`config.mk`:
```
export PLATFORM = sky130hd
export DESIGN_NAME = mem_mode
export DESIGN_NICKNAME = d
export VERILOG_FILES = /design/src/core/mem_mode_pkg.sv /design/src/core/mem_mode.sv
export VERILOG_INCLUDE_DIRS = /design/src /design/src/core
export SDC_FILE = /design/constraint.sdc
export NUM_CORES = 1
export LEC_CHECK = 0
export BUFFER_PORTS_ARGS = -buffer_cell sky130_fd_sc_hd__buf_2
export CAP_MARGIN = 20
export CELL_PAD_IN_SITES_DETAIL_PLACEMENT = 1
export CELL_PAD_IN_SITES_GLOBAL_PLACEMENT = 2
export CORE_MARGIN = 2
export CORE_UTILIZATION = 32
export DETAILED_ROUTE_END_ITERATION = 8
export PLACE_DENSITY = 0.79
export RECOVER_POWER = 100
export SLEW_MARGIN = 20
export SYNTH_ARGS = -nofsm -noshare
export SYNTH_HDL_FRONTEND = slang
export SYNTH_SLANG_ARGS = --single-unit
```
`constraint.sdc`:
```
create_clock -name aclk -period 2.8 [get_ports aclk]
set_input_delay 0.56 -clock aclk [delete_from_list [all_inputs] [get_ports aclk]]
set_output_delay 0.56 -clock aclk [all_outputs]
set_load 0.05 [all_outputs]
```
`src/core/mem_mode_defines.svh`:
```
// offsets, field positions and constants of the memory mode block
`ifndef MEM_MODE_DEFINES_SVH
`define MEM_MODE_DEFINES_SVH
`define MODE_REG_ADDR 16'hfffc
`define CMD_REG_ADDR 16'hfff0
`define STAT_REG_ADDR 16'hfff4
`define CL_LSB 0
`define BW_BIT 3
`define AG_LSB 4
`define RI_LSB 7
`define WT_LSB 10
`define RCD_LSB 12
`define RAS_LSB 14
`define RP_LSB 17
`define RFC_LSB 19
`define RRD_LSB 23
`define RSV_BIT 26
`define WR_BIT 30
`define MODE_WMASK 32'h41ffffff
`define MODE_RESET 32'h00000000
`define CL3 3'h3
`define CL2 3'h2
`define WT_TWO 2'h2
`define WR_LONG_CLKS 4'h2
`define WR_SHORT_CLKS 4'h1
`define RI_CODE0_CLKS 11'h180
`define RI_CODE7_CLKS 11'h610
`define RI_UNIT 11'h040
`define RAS_MIN 3'h2
`define RFC_MIN 4'h3
`define RFC_MAX 4'ha
`define RESP_OKAY 2'h0
`define RESP_SLVERR 2'h2
`endif

```
`src/core/mem_mode_pkg.sv`:
```
// types of the memory mode block
package mem_mode_pkg;
  typedef enum logic [2:0] {
    st_idle = 3'b000,
    st_act = 3'b001,
    st_cas = 3'b010,
    st_pre = 3'b011,
    st_ref = 3'b100,
    st_wait = 3'b101
  } cmd_state_t;
  typedef struct packed {
    logic act;
    logic rd;
    logic wr;
    logic pre;
    logic refr;
  } mem_cmd_t;
  typedef struct packed {
    logic [1:0] bank_bits;
    logic [3:0] row_bits;
    logic [3:0] col_bits;
    logic fcram;
    logic wide_bus;
    logic [1:0] cas_lat;
  } mem_geom_t;
endpackage

```
`src/core/mem_mode.sv`:
```
// memory mode register, AXI4-Lite slave and command spacing scheduler
//
// Decided for this implementation: the AXI4-Lite interface to the registers.
`include "mem_mode_defines.svh"
// Behaviour
// - cas latency from field: 011 gives three, 010 gives two, others flagged
// - data bus 64 bits when width bit set, else 32 bits
// - address geometry decoded from five legal codes, others flagged
// - refresh every 384, 1552 or 64 times code internal clocks
// - write turnaround: only code 10, two clocks, is legal
// - activate to cas wait of zero to three clocks
// - bank active at least two to seven clocks
// - precharge to activate wait of one to three clocks
// - refresh to activate wait of three to ten clocks
// - activate to activate spacing of two or three clocks
// - write recovery two clocks when bit set, else one
// - bit 26 reads one and writes to it are dropped
// - software reset keeps mode register contents
module mem_mode
  import mem_mode_pkg::*;
(
  input wire logic aclk, // clock
  input wire logic aresetn, // sync reset, low
  input wire logic soft_reset, // software reset pulse
  input wire logic [15:0] s_awaddr, // write address
  input wire logic s_awvalid, // write address valid
  output logic s_awready, // write address ready
  input wire logic [31:0] s_wdata, // write data
  input wire logic [3:0] s_wstrb, // write strobes
  input wire logic s_wvalid, // write data valid
  output logic s_wready, // write data ready
  output logic [1:0] s_bresp, // write response
  output logic s_bvalid, // write response valid
  input wire logic s_bready, // write response ready
  input wire logic [15:0] s_araddr, // read address
  input wire logic s_arvalid, // read address valid
  output logic s_arready, // read address ready
  output logic [31:0] s_rdata, // read data
  output logic [1:0] s_rresp, // read response
  output logic s_rvalid, // read valid
  input wire logic s_rready, // read ready
  output mem_cmd_t cmd, // memory command, one cycle
  output mem_geom_t geom, // decoded geometry
  output logic mode_bad // illegal code in mode register
);
  function automatic logic [31:0] merge(input logic [31:0] old, input logic [31:0] d,
                                        input logic [3:0] s);
    logic [31:0] r;
    r = old;
    for (int i = 0; i < 4; i++) if (s[i]) r[i*8 +: 8] = d[i*8 +: 8];
    return r;
  endfunction
  function automatic logic hit(input logic [15:0] a, input logic [15:0] r);
    return a[15:2] == r[15:2];
  endfunction

  logic [31:0] mode_reg, mode_next;
  logic mode_set_reg, mode_set_next;
  logic aw_got_reg, aw_got_next, w_got_reg, w_got_next;
  logic [15:0] aw_reg, aw_next;
  logic [31:0] wd_reg, wd_next;
  logic [3:0] ws_reg, ws_next;
  logic bvalid_reg, bvalid_next, rvalid_reg, rvalid_next;
  logic [1:0] bresp_reg, bresp_next, rresp_reg, rresp_next;
  logic [31:0] rdata_reg, rdata_next;
  logic [4:0] req_reg, req_next; // act, rd, wr, pre, ref requests
  logic wr_fire;
  logic [4:0] issued;

  assign s_awready = !aw_got_reg && !bvalid_reg;
  assign s_wready = !w_got_reg && !bvalid_reg;
  assign s_arready = !rvalid_reg;
  assign s_bvalid = bvalid_reg;
  assign s_bresp = bresp_reg;
  assign s_rvalid = rvalid_reg;
  assign s_rresp = rresp_reg;
  assign s_rdata = rdata_reg;

  // status: bit0 mode written, bit1 bad code, bit2 scheduler busy
  logic busy;
  always_comb begin
    aw_got_next = aw_got_reg;
    w_got_next = w_got_reg;
    aw_next = aw_reg;
    wd_next = wd_reg;
    ws_next = ws_reg;
    bvalid_next = bvalid_reg;
    bresp_next = bresp_reg;
    rvalid_next = rvalid_reg;
    rresp_next = rresp_reg;
    rdata_next = rdata_reg;
    mode_next = mode_reg;
    mode_set_next = mode_set_reg;
    req_next = req_reg & ~issued; // a write in the same cycle sets again
    wr_fire = 1'b0;
    if (s_awvalid && s_awready) begin
      aw_got_next = 1'b1;
      aw_next = s_awaddr;
    end
    if (s_wvalid && s_wready) begin
      w_got_next = 1'b1;
      wd_next = s_wdata;
      ws_next = s_wstrb;
    end
    if (aw_got_reg && w_got_reg) begin
      wr_fire = 1'b1;
      aw_got_next = 1'b0;
      w_got_next = 1'b0;
      bvalid_next = 1'b1;
      bresp_next = `RESP_OKAY;
      if (hit(aw_reg, `MODE_REG_ADDR)) begin
        mode_next = merge(mode_reg, wd_reg, ws_reg) & `MODE_WMASK;
        mode_set_next = 1'b1;
      end else if (hit(aw_reg, `CMD_REG_ADDR)) begin
        req_next = req_next | wd_reg[4:0];
      end else if (hit(aw_reg, `STAT_REG_ADDR)) begin
        bresp_next = `RESP_OKAY;
      end else begin
        bresp_next = `RESP_SLVERR;
      end
    end
    if (bvalid_reg && s_bready) bvalid_next = 1'b0;
    if (s_arvalid && s_arready) begin
      rvalid_next = 1'b1;
      rresp_next = `RESP_OKAY;
      if (hit(s_araddr, `MODE_REG_ADDR)) begin
        rdata_next = mode_reg;
        rdata_next[`RSV_BIT] = 1'b1;
      end else if (hit(s_araddr, `CMD_REG_ADDR)) begin
        rdata_next = {27'h0, req_reg};
      end else if (hit(s_araddr, `STAT_REG_ADDR)) begin
        rdata_next = {29'h0, busy, mode_bad, mode_set_reg};
      end else begin
        rdata_next = 32'h00000000;
        rresp_next = `RESP_SLVERR;
      end
    end else if (rvalid_reg && s_rready) begin
      rvalid_next = 1'b0;
    end
    if (soft_reset) req_next = 5'h00;
  end

  // field decode
  logic [2:0] f_cl, f_ag, f_ri, f_ras;
  logic [1:0] f_wt, f_rcd, f_rp, f_rrd;
  logic [3:0] f_rfc;
  logic f_bw, f_wr;
  assign f_cl = mode_reg[`CL_LSB +: 3];
  assign f_bw = mode_reg[`BW_BIT];
  assign f_ag = mode_reg[`AG_LSB +: 3];
  assign f_ri = mode_reg[`RI_LSB +: 3];
  assign f_wt = mode_reg[`WT_LSB +: 2];
  assign f_rcd = mode_reg[`RCD_LSB +: 2];
  assign f_ras = mode_reg[`RAS_LSB +: 3];
  assign f_rp = mode_reg[`RP_LSB +: 2];
  assign f_rfc = mode_reg[`RFC_LSB +: 4];
  assign f_rrd = mode_reg[`RRD_LSB +: 2];
  assign f_wr = mode_reg[`WR_BIT];

  logic cl_bad, ag_bad;
  always_comb begin
    geom = '0;
    geom.wide_bus = f_bw;
    geom.cas_lat = (f_cl == `CL3) ? 2'h3 : 2'h2;
    cl_bad = (f_cl != `CL3) && (f_cl != `CL2);
    ag_bad = 1'b0;
    case (f_ag)
      3'h1: begin geom.bank_bits = 2'h2; geom.row_bits = 4'hd; geom.col_bits = 4'h9; end
      3'h7: begin geom.bank_bits = 2'h2; geom.row_bits = 4'hc; geom.col_bits = 4'h9; end
      3'h6: begin geom.bank_bits = 2'h2; geom.row_bits = 4'hc; geom.col_bits = 4'h8; end
      3'h5: begin geom.bank_bits = 2'h2; geom.row_bits = 4'hb; geom.col_bits = 4'h8; end
      3'h4: begin
        geom.bank_bits = 2'h1;
        geom.row_bits = 4'hb;
        geom.col_bits = 4'h8;
        geom.fcram = 1'b1;
      end
      default: ag_bad = 1'b1;
    endcase
  end
  assign mode_bad = cl_bad || ag_bad || (f_wt != `WT_TWO) || (f_ras < `RAS_MIN) ||
                    (f_rp == 2'h0) || (f_rfc < `RFC_MIN) || (f_rfc > `RFC_MAX) ||
                    (f_rrd < 2'h2);

  // refresh interval
  logic [10:0] ri_clks;
  assign ri_clks = (f_ri == 3'h0) ? `RI_CODE0_CLKS : (f_ri == 3'h7) ? `RI_CODE7_CLKS :
                   11'(`RI_UNIT * f_ri);
  logic [10:0] rcnt_reg, rcnt_next;
  logic ref_due_reg, ref_due_next;

  // scheduler
  cmd_state_t st_reg, st_next;
  logic [3:0] wait_reg, wait_next;
  logic [3:0] ras_reg, ras_next, rrd_reg, rrd_next;
  mem_cmd_t cmd_next, cmd_reg;
  assign cmd = cmd_reg;
  assign busy = (st_reg != st_idle);

  always_comb begin
    st_next = st_reg;
    wait_next = (wait_reg != 4'h0) ? wait_reg - 4'h1 : 4'h0;
    ras_next = (ras_reg != 4'h0) ? ras_reg - 4'h1 : 4'h0;
    rrd_next = (rrd_reg != 4'h0) ? rrd_reg - 4'h1 : 4'h0;
    rcnt_next = rcnt_reg;
    ref_due_next = ref_due_reg;
    cmd_next = '0;
    issued = 5'h00;
    if (mode_set_reg) begin
      if (rcnt_reg + 11'h001 >= ri_clks) begin
        rcnt_next = 11'h000;
        ref_due_next = 1'b1;
      end else begin
        rcnt_next = rcnt_reg + 11'h001;
      end
    end
    if (mode_set_reg && wait_reg == 4'h0) begin
      case (st_reg)
        st_idle: begin
          if (ref_due_reg) begin
            cmd_next.refr = 1'b1;
            ref_due_next = 1'b0;
            wait_next = f_rfc;
            st_next = st_wait;
          end else if (req_reg[4] && rrd_reg == 4'h0) begin
            cmd_next.act = 1'b1;
            issued[4] = 1'b1;
            ras_next = {1'b0, f_ras};
            rrd_next = {2'h0, f_rrd};
            wait_next = {2'h0, f_rcd};
            st_next = st_act;
          end
        end
        st_act: begin
          if (req_reg[3]) begin
            cmd_next.rd = 1'b1;
            issued[3] = 1'b1;
            st_next = st_cas;
          end else if (req_reg[2]) begin
            cmd_next.wr = 1'b1;
            issued[2] = 1'b1;
            wait_next = f_wr ? `WR_LONG_CLKS : `WR_SHORT_CLKS;
            st_next = st_cas;
          end else if (req_reg[1]) begin
            st_next = st_cas;
          end
        end
        st_cas: begin
          if (req_reg[1] && ras_reg == 4'h0) begin
            cmd_next.pre = 1'b1;
            issued[1] = 1'b1;
            wait_next = {2'h0, f_rp};
            st_next = st_wait;
          end else if (req_reg[2]) begin
            cmd_next.wr = 1'b1;
            issued[2] = 1'b1;
            wait_next = {2'h0, f_wt};
          end else if (req_reg[3]) begin
            cmd_next.rd = 1'b1;
            issued[3] = 1'b1;
          end
        end
        default: st_next = st_idle;
      endcase
    end
    if (soft_reset) st_next = st_idle;
  end

  always_ff @(posedge aclk) begin
    if (!aresetn) begin
      mode_reg <= `MODE_RESET;
      mode_set_reg <= 1'b0;
      aw_got_reg <= 1'b0;
      w_got_reg <= 1'b0;
      aw_reg <= 16'h0000;
      wd_reg <= 32'h00000000;
      ws_reg <= 4'h0;
      bvalid_reg <= 1'b0;
      bresp_reg <= `RESP_OKAY;
      rvalid_reg <= 1'b0;
      rresp_reg <= `RESP_OKAY;
      rdata_reg <= 32'h00000000;
      req_reg <= 5'h00;
      st_reg <= st_idle;
      wait_reg <= 4'h0;
      ras_reg <= 4'h0;
      rrd_reg <= 4'h0;
      rcnt_reg <= 11'h000;
      ref_due_reg <= 1'b0;
      cmd_reg <= '0;
    end else begin
      mode_reg <= mode_next;
      mode_set_reg <= mode_set_next;
      aw_got_reg <= aw_got_next;
      w_got_reg <= w_got_next;
      aw_reg <= aw_next;
      wd_reg <= wd_next;
      ws_reg <= ws_next;
      bvalid_reg <= bvalid_next;
      bresp_reg <= bresp_next;
      rvalid_reg <= rvalid_next;
      rresp_reg <= rresp_next;
      rdata_reg <= rdata_next;
      req_reg <= req_next;
      st_reg <= st_next;
      wait_reg <= wait_next;
      ras_reg <= ras_next;
      rrd_reg <= rrd_next;
      rcnt_reg <= rcnt_next;
      ref_due_reg <= ref_due_next;
      cmd_reg <= cmd_next;
    end
  end

  no_cmd_early_a: assert property (@(posedge aclk) disable iff (!aresetn)
    !mode_set_reg |-> cmd_reg == '0) else $error("command before mode write");
  rsv_reads_one_a: assert property (@(posedge aclk) disable iff (!aresetn)
    (s_arvalid && s_arready && s_araddr == `MODE_REG_ADDR) |=> s_rdata[`RSV_BIT])
    else $error("reserved bit not one");
  rsv_store_zero_a: assert property (@(posedge aclk) disable iff (!aresetn)
    !mode_reg[`RSV_BIT]) else $error("reserved bit stored");
  soft_keep_a: assert property (@(posedge aclk) disable iff (!aresetn)
    (soft_reset && !wr_fire) |=> mode_reg == $past(mode_reg)) else $error("mode lost");
  rcd_wait_a: assert property (@(posedge aclk) disable iff (!aresetn)
    (cmd_next.act && f_rcd == 2'h3) |=> (!cmd_next.rd && !cmd_next.wr) [*3])
    else $error("cas too early");
  rfc_wait_a: assert property (@(posedge aclk) disable iff (!aresetn)
    (cmd_next.refr && f_rfc == 4'ha) |=> !cmd_next.act [*8]) else $error("act after ref");
  wide_bus_a: assert property (@(posedge aclk) disable iff (!aresetn)
    (wr_fire && hit(aw_reg, `MODE_REG_ADDR) && ws_reg[0]) |=>
    geom.wide_bus == $past(wd_reg[`BW_BIT])) else $error("bus width wrong");
  cl_map_a: assert property (@(posedge aclk) disable iff (!aresetn)
    (f_cl == `CL2) |-> geom.cas_lat == 2'h2 && !cl_bad) else $error("cas latency wrong");
  geom_fc_a: assert property (@(posedge aclk) disable iff (!aresetn)
    (f_ag == 3'h4) |-> geom.fcram && geom.bank_bits == 2'h1) else $error("fcram map");
endmodule

```
# Word-level counts from Yosys, hierarchy flattened
# Index checks and enable logic that the tools add are counted.
# W data, S select, Z words.
# op_classes
n_addsub	4
order_cmp	5
eq_ne	21
mux	66
bitwise	4
n_reduce_logical	46
# ops
op	count
$eq A14 B14 Y1 const B	6
$mux W4	19
$pmux W10 S5	1
$mux W11	3
$mux W31	1
$mux W3	7
$mux W1	20
$mux W5	4
$mux W2	8
$eq A3 B3 Y1 const B	5
$reduce_and A3 Y1	5
$logic_and A1 B1 Y1	12
$logic_not A4 Y1	3
$pmux W4 S3	1
$reduce_bool A4 Y1	3
$sub A4 B1 Y4 const B	3
$add A11 B1 Y11 const B	1
$ge A11 B11 Y1	1
$pmux W3 S3	1
$logic_or A1 B1 Y1	7
$eq A3 B1 Y1 const B	2
$eq A3 B2 Y1 const B	2
$logic_not A3 Y1	2
$ne A3 B2 Y1 const B	2
20 further kinds	27
# totals
regBits	155
input_bits	76
out_inout_bits	61
wordCells	173

# Depth between registers and ports, before layout
# depth
ltp_word	13
mapped_depth	11
ltp_nobuf	10

# Worst setup path after synthesis
# OpenSTA, ideal clock, no wires.
# synth_timing
kind	register to register
startpoint	register rcnt_reg[0]
endpoint	register rcnt_reg[6]
setup_time_ns	0.070
t_arrival_ns	2.362
required_time_ns	2.730
setup_slack_ns	0.368
path_stages_with_launch	10
path_buffers	0
synth_period_minus_slack_ns	2.432
path_cell_list	dfxtp_1 -> ha_1 -> nand2_1 -> or3_1 -> xnor2_1 -> ha_1 -> a211oi_1 -> o21bai_1 -> or4b_1 -> a21boi_1
# synth_between
elab_chain_cells	3
# synth_rtl
item	line_no	source
start, declared	mem_mode.sv:189	logic [10:0] rcnt_reg, rcnt_next;
start signal, assigned	mem_mode.sv:309	rcnt_reg <= rcnt_next;
$add A11 B1 Y11 (*)	mem_mode.sv:210, mem_mode.sv:214	
$ge A11 B11 Y1	mem_mode.sv:210	if (rcnt_reg + 11'h001 >= ri_clks) begin
$mux W11 (*)	mem_mode.sv:210	
# Every way passes the cells marked *; elsewhere a longest branch is shown, timed or not.
# A chain may end at the register's enable or synchronous reset.

# Final worst setup path
# Same ends and word-level chain as after synthesis.

==> out/qor.yml <==
power_density_nw_per_um2: 614
start_util_pct: 32.5
grt_pass1_wl_um: 28700
power.internal_mw: 3.57
routed_via_density: 4.90
outcome: "finished with violations"
grt_usage_pct: 17.9
p_total_mw: 4.70
die_y_um: 144
dp_hpwl_um: 13000
initialDrtViolationCount: 234
crit_path_end_kind: "register"
dr_total_vias: 5609
r2r_start: "rcnt_reg[0]$_SDFFE_PN0P_"
dr.max_layer_used: "met4"
io_pins: 137
syn-cell-area_um2: 6280
irDropWorstVdd_uv: 416
tightest_slew_ns: 1.94
synth-main-ff-cell: "dfxtp_1"
avgSynthCellArea_um2: 8.30
gp_congestion: 0.776
drcViolationCount: 0
p_leak_nw: 2.84
nets: 951
yosysTopAreaCell: "dfxtp_1"
fin_hold_ws_ns: 0.385
antenna_found_initial: 0
timing.rr.end: "rcnt_reg[6]$_SDFFE_PN0P_"
gr-total-overflow: 0
avgRoutedWirePerCell_um: 15.8
synth-edff-count: 0
power.switching_mw: 1.14
grt_pass1_vias: 5444
crit_required_ns: 3.12
placement_rows: 51
layout-drive-gt1-share_pct: 14.8
p_comb_share_pct: 6.6
synthTopCellsByArea: "dfxtp_1 45%, nand2_1 11%, a21boi_0 9.1%, nor2b_1 3.2%, a22oi_1 3.0%"
r2r_slack_ns: 0.15
ant_nets: 0
rsz0062_at_grt: "false"
synth-seq-cells: 141
hold_path_end: "s_rvalid$_SDFFE_PN0P_"
core_area_um2: 19300
arrival_ns: 2.97
dieArea_um2: 20800
cts.repair.resized: 0
firstDrtPassIters: 4
async_flop_share_pct: 0
cap_violations: 1
hold_depth: 2
wl_met1_um: 8650
clock_sinks: 141
cts_tree: "built"
wirelength_um: 18100
synthCells: 757
port_buffers: 116
crit_fanout: 4
layout_common_cells: "182 x nand2_1, 139 x dfxtp_1, 76 x a21boi_0"
synth_cell_types: 59
period_needed_ns: 2.65
hold_buffers: 0
ys_seq_area_share_pct: 44.9
power_frac_clock_pct: 48.9
violations: "max-capacitance violations, max-slew violations"
final_cells: 1145
worst_setup_path_start_kind: "register"
min_from: "s_arvalid"
clock-root-buffer: "clkbuf_16"
diodes: 0
min_path_type: "in -> reg"
finalHoldViolations: 0
cts_buffer_depth: 2
cts_htree_levels: 4
wl_met2_um: 8670
post_cts_buffers: 0
clk_pin_slew_ns: 0.06
area_growth_syn_to_layout_pct: 21.9
timing.fmax_ghz: 0.377
ys_warn_count: 0
relSlewSlack_pct: -29.4
finalSetupViolCount: 0
r2r_cells: 9
grt_max_degree: 128
mostFrequentLayoutCell: "nand2_1"
yosysTopAreaCellShare_pct: 44.9
placed_cells: 1114
fin_setup_tns_ns: 0
insertion_delay_ns: 0.42
largest_register_ffs: 27
sequentialPowerShare_pct: 44.6
cts_buffers: 17
slew_viol_final: 128
timing.final.crit_share_pct: 94.6
die_x_um: 144
critPathKind: "reg -> reg"
switching_share_pct: 24.2
skew_ns: 0.00789
wl_met3_um: 565
-- metrics by stage --
stage | instance area, um2 | setup WS, ns | utilization [%]
2_1_floorplan | 6310 | 0.368 | -
3_3_place_gp | 7150 | 0.109 | 37.0
3_5_place_dp | 7150 | 0.122 | 37.0
4_1_cts | 7740 | 0.0295 | 40.1
5_1_grt | 7660 | 0.0113 | 39.6
6_report | 7660 | 0.150 | 39.6
-- worst max path at each step --
stage | slack [ns] | from | end | cells past startpoint
after floorplan | 0.37 | rcnt_reg[0]$_SDFFE_PN0P_ | rcnt_reg[6]$_SDFFE_PN0P_ | 9
after global placement | 0.11 | rcnt_reg[4]$_SDFFE_PN0P_ | rcnt_reg[9]$_SDFFE_PN0P_ | 9
after detailed placement | 0.12 | rcnt_reg[4]$_SDFFE_PN0P_ | rcnt_reg[9]$_SDFFE_PN0P_ | 9
after CTS | 0.03 | rcnt_reg[0]$_SDFFE_PN0P_ | rcnt_reg[6]$_SDFFE_PN0P_ | 9
after global routing | 0.01 | rcnt_reg[0]$_SDFFE_PN0P_ | rcnt_reg[6]$_SDFFE_PN0P_ | 9
final | 0.15 | rcnt_reg[0]$_SDFFE_PN0P_ | rcnt_reg[6]$_SDFFE_PN0P_ | 9
-- worst max-delay path: stages, from the launching register on --
cell,delay [ns]
dfxtp_1,0.33
ha_1,0.20
nand2_1,0.11
or3_4,0.36
xnor2_1,0.14
ha_1,0.34
a211oi_2,0.22
o21bai_1,0.13
or4b_1,0.51
a21boi_1,0.21
-- metal layers --
layer | up-vias | track usage, %
li1 | 2823 | -
met1 | 2687 | 24.0
met2 | 87 | 29.5
met3 | 12 | 3.51
met4 | 0 | 5.06
met5 | - | 0
-- power by group through the flow --
| stage | logic, mW | registers [mW] | clock network [mW] |
|---|---|---|---|
| 2_1_floorplan | 0.208 | 2.14 | 0 |
| 3_3_place_gp | 0.315 | 2.14 | 0 |
| 3_5_place_dp | 0.317 | 2.14 | 0 |
| 4_1_cts | 0.319 | 2.10 | 2.36 |
| 5_1_grt | 0.347 | 2.10 | 2.45 |
| 6_report | 0.309 | 2.10 | 2.30 |
-- cells in the mapped netlist (all sizes together) (8+ instances only) --
library cell,instances
nand3,12
o21ai,15
nor4,8
buf,22
a21boi,78
dfxtp,141
nand2b,9
nand4,13
clkbuf,33
inv,14
a22oi,25
a21oi,18
nor2b,32
nor3,11
and2,12
nor2,38
nand2,182
-- final cells by class --
| type | count | area, um2 |
|---|---|---|
| Fill cell | 2394 | 11700 |
| Multi-Input combinational cell | 555 | 3190 |
| Sequential cell | 141 | 2830 |
| Timing Repair Buffer | 139 | 672 |
| Clock buffer | 17 | 425 |
| Tap cell | 265 | 332 |
| Clock inverter | 14 | 166 |
| Inverter | 14 | 52.6 |
-- logic make-up after synthesis --
kind of cell | share of synthesized area [%]
AOI/OAI and AO/OA | 20.7
DFF | 44.9
buffers and inverters | 4.96
and+or+nand+nor | 26.6
other | 0.120
xor gates and xnor gates | 0.976
adders and majority gates | 1.55
muxes | 0.159
Note: power is estimated with default switching activity, not from simulation.
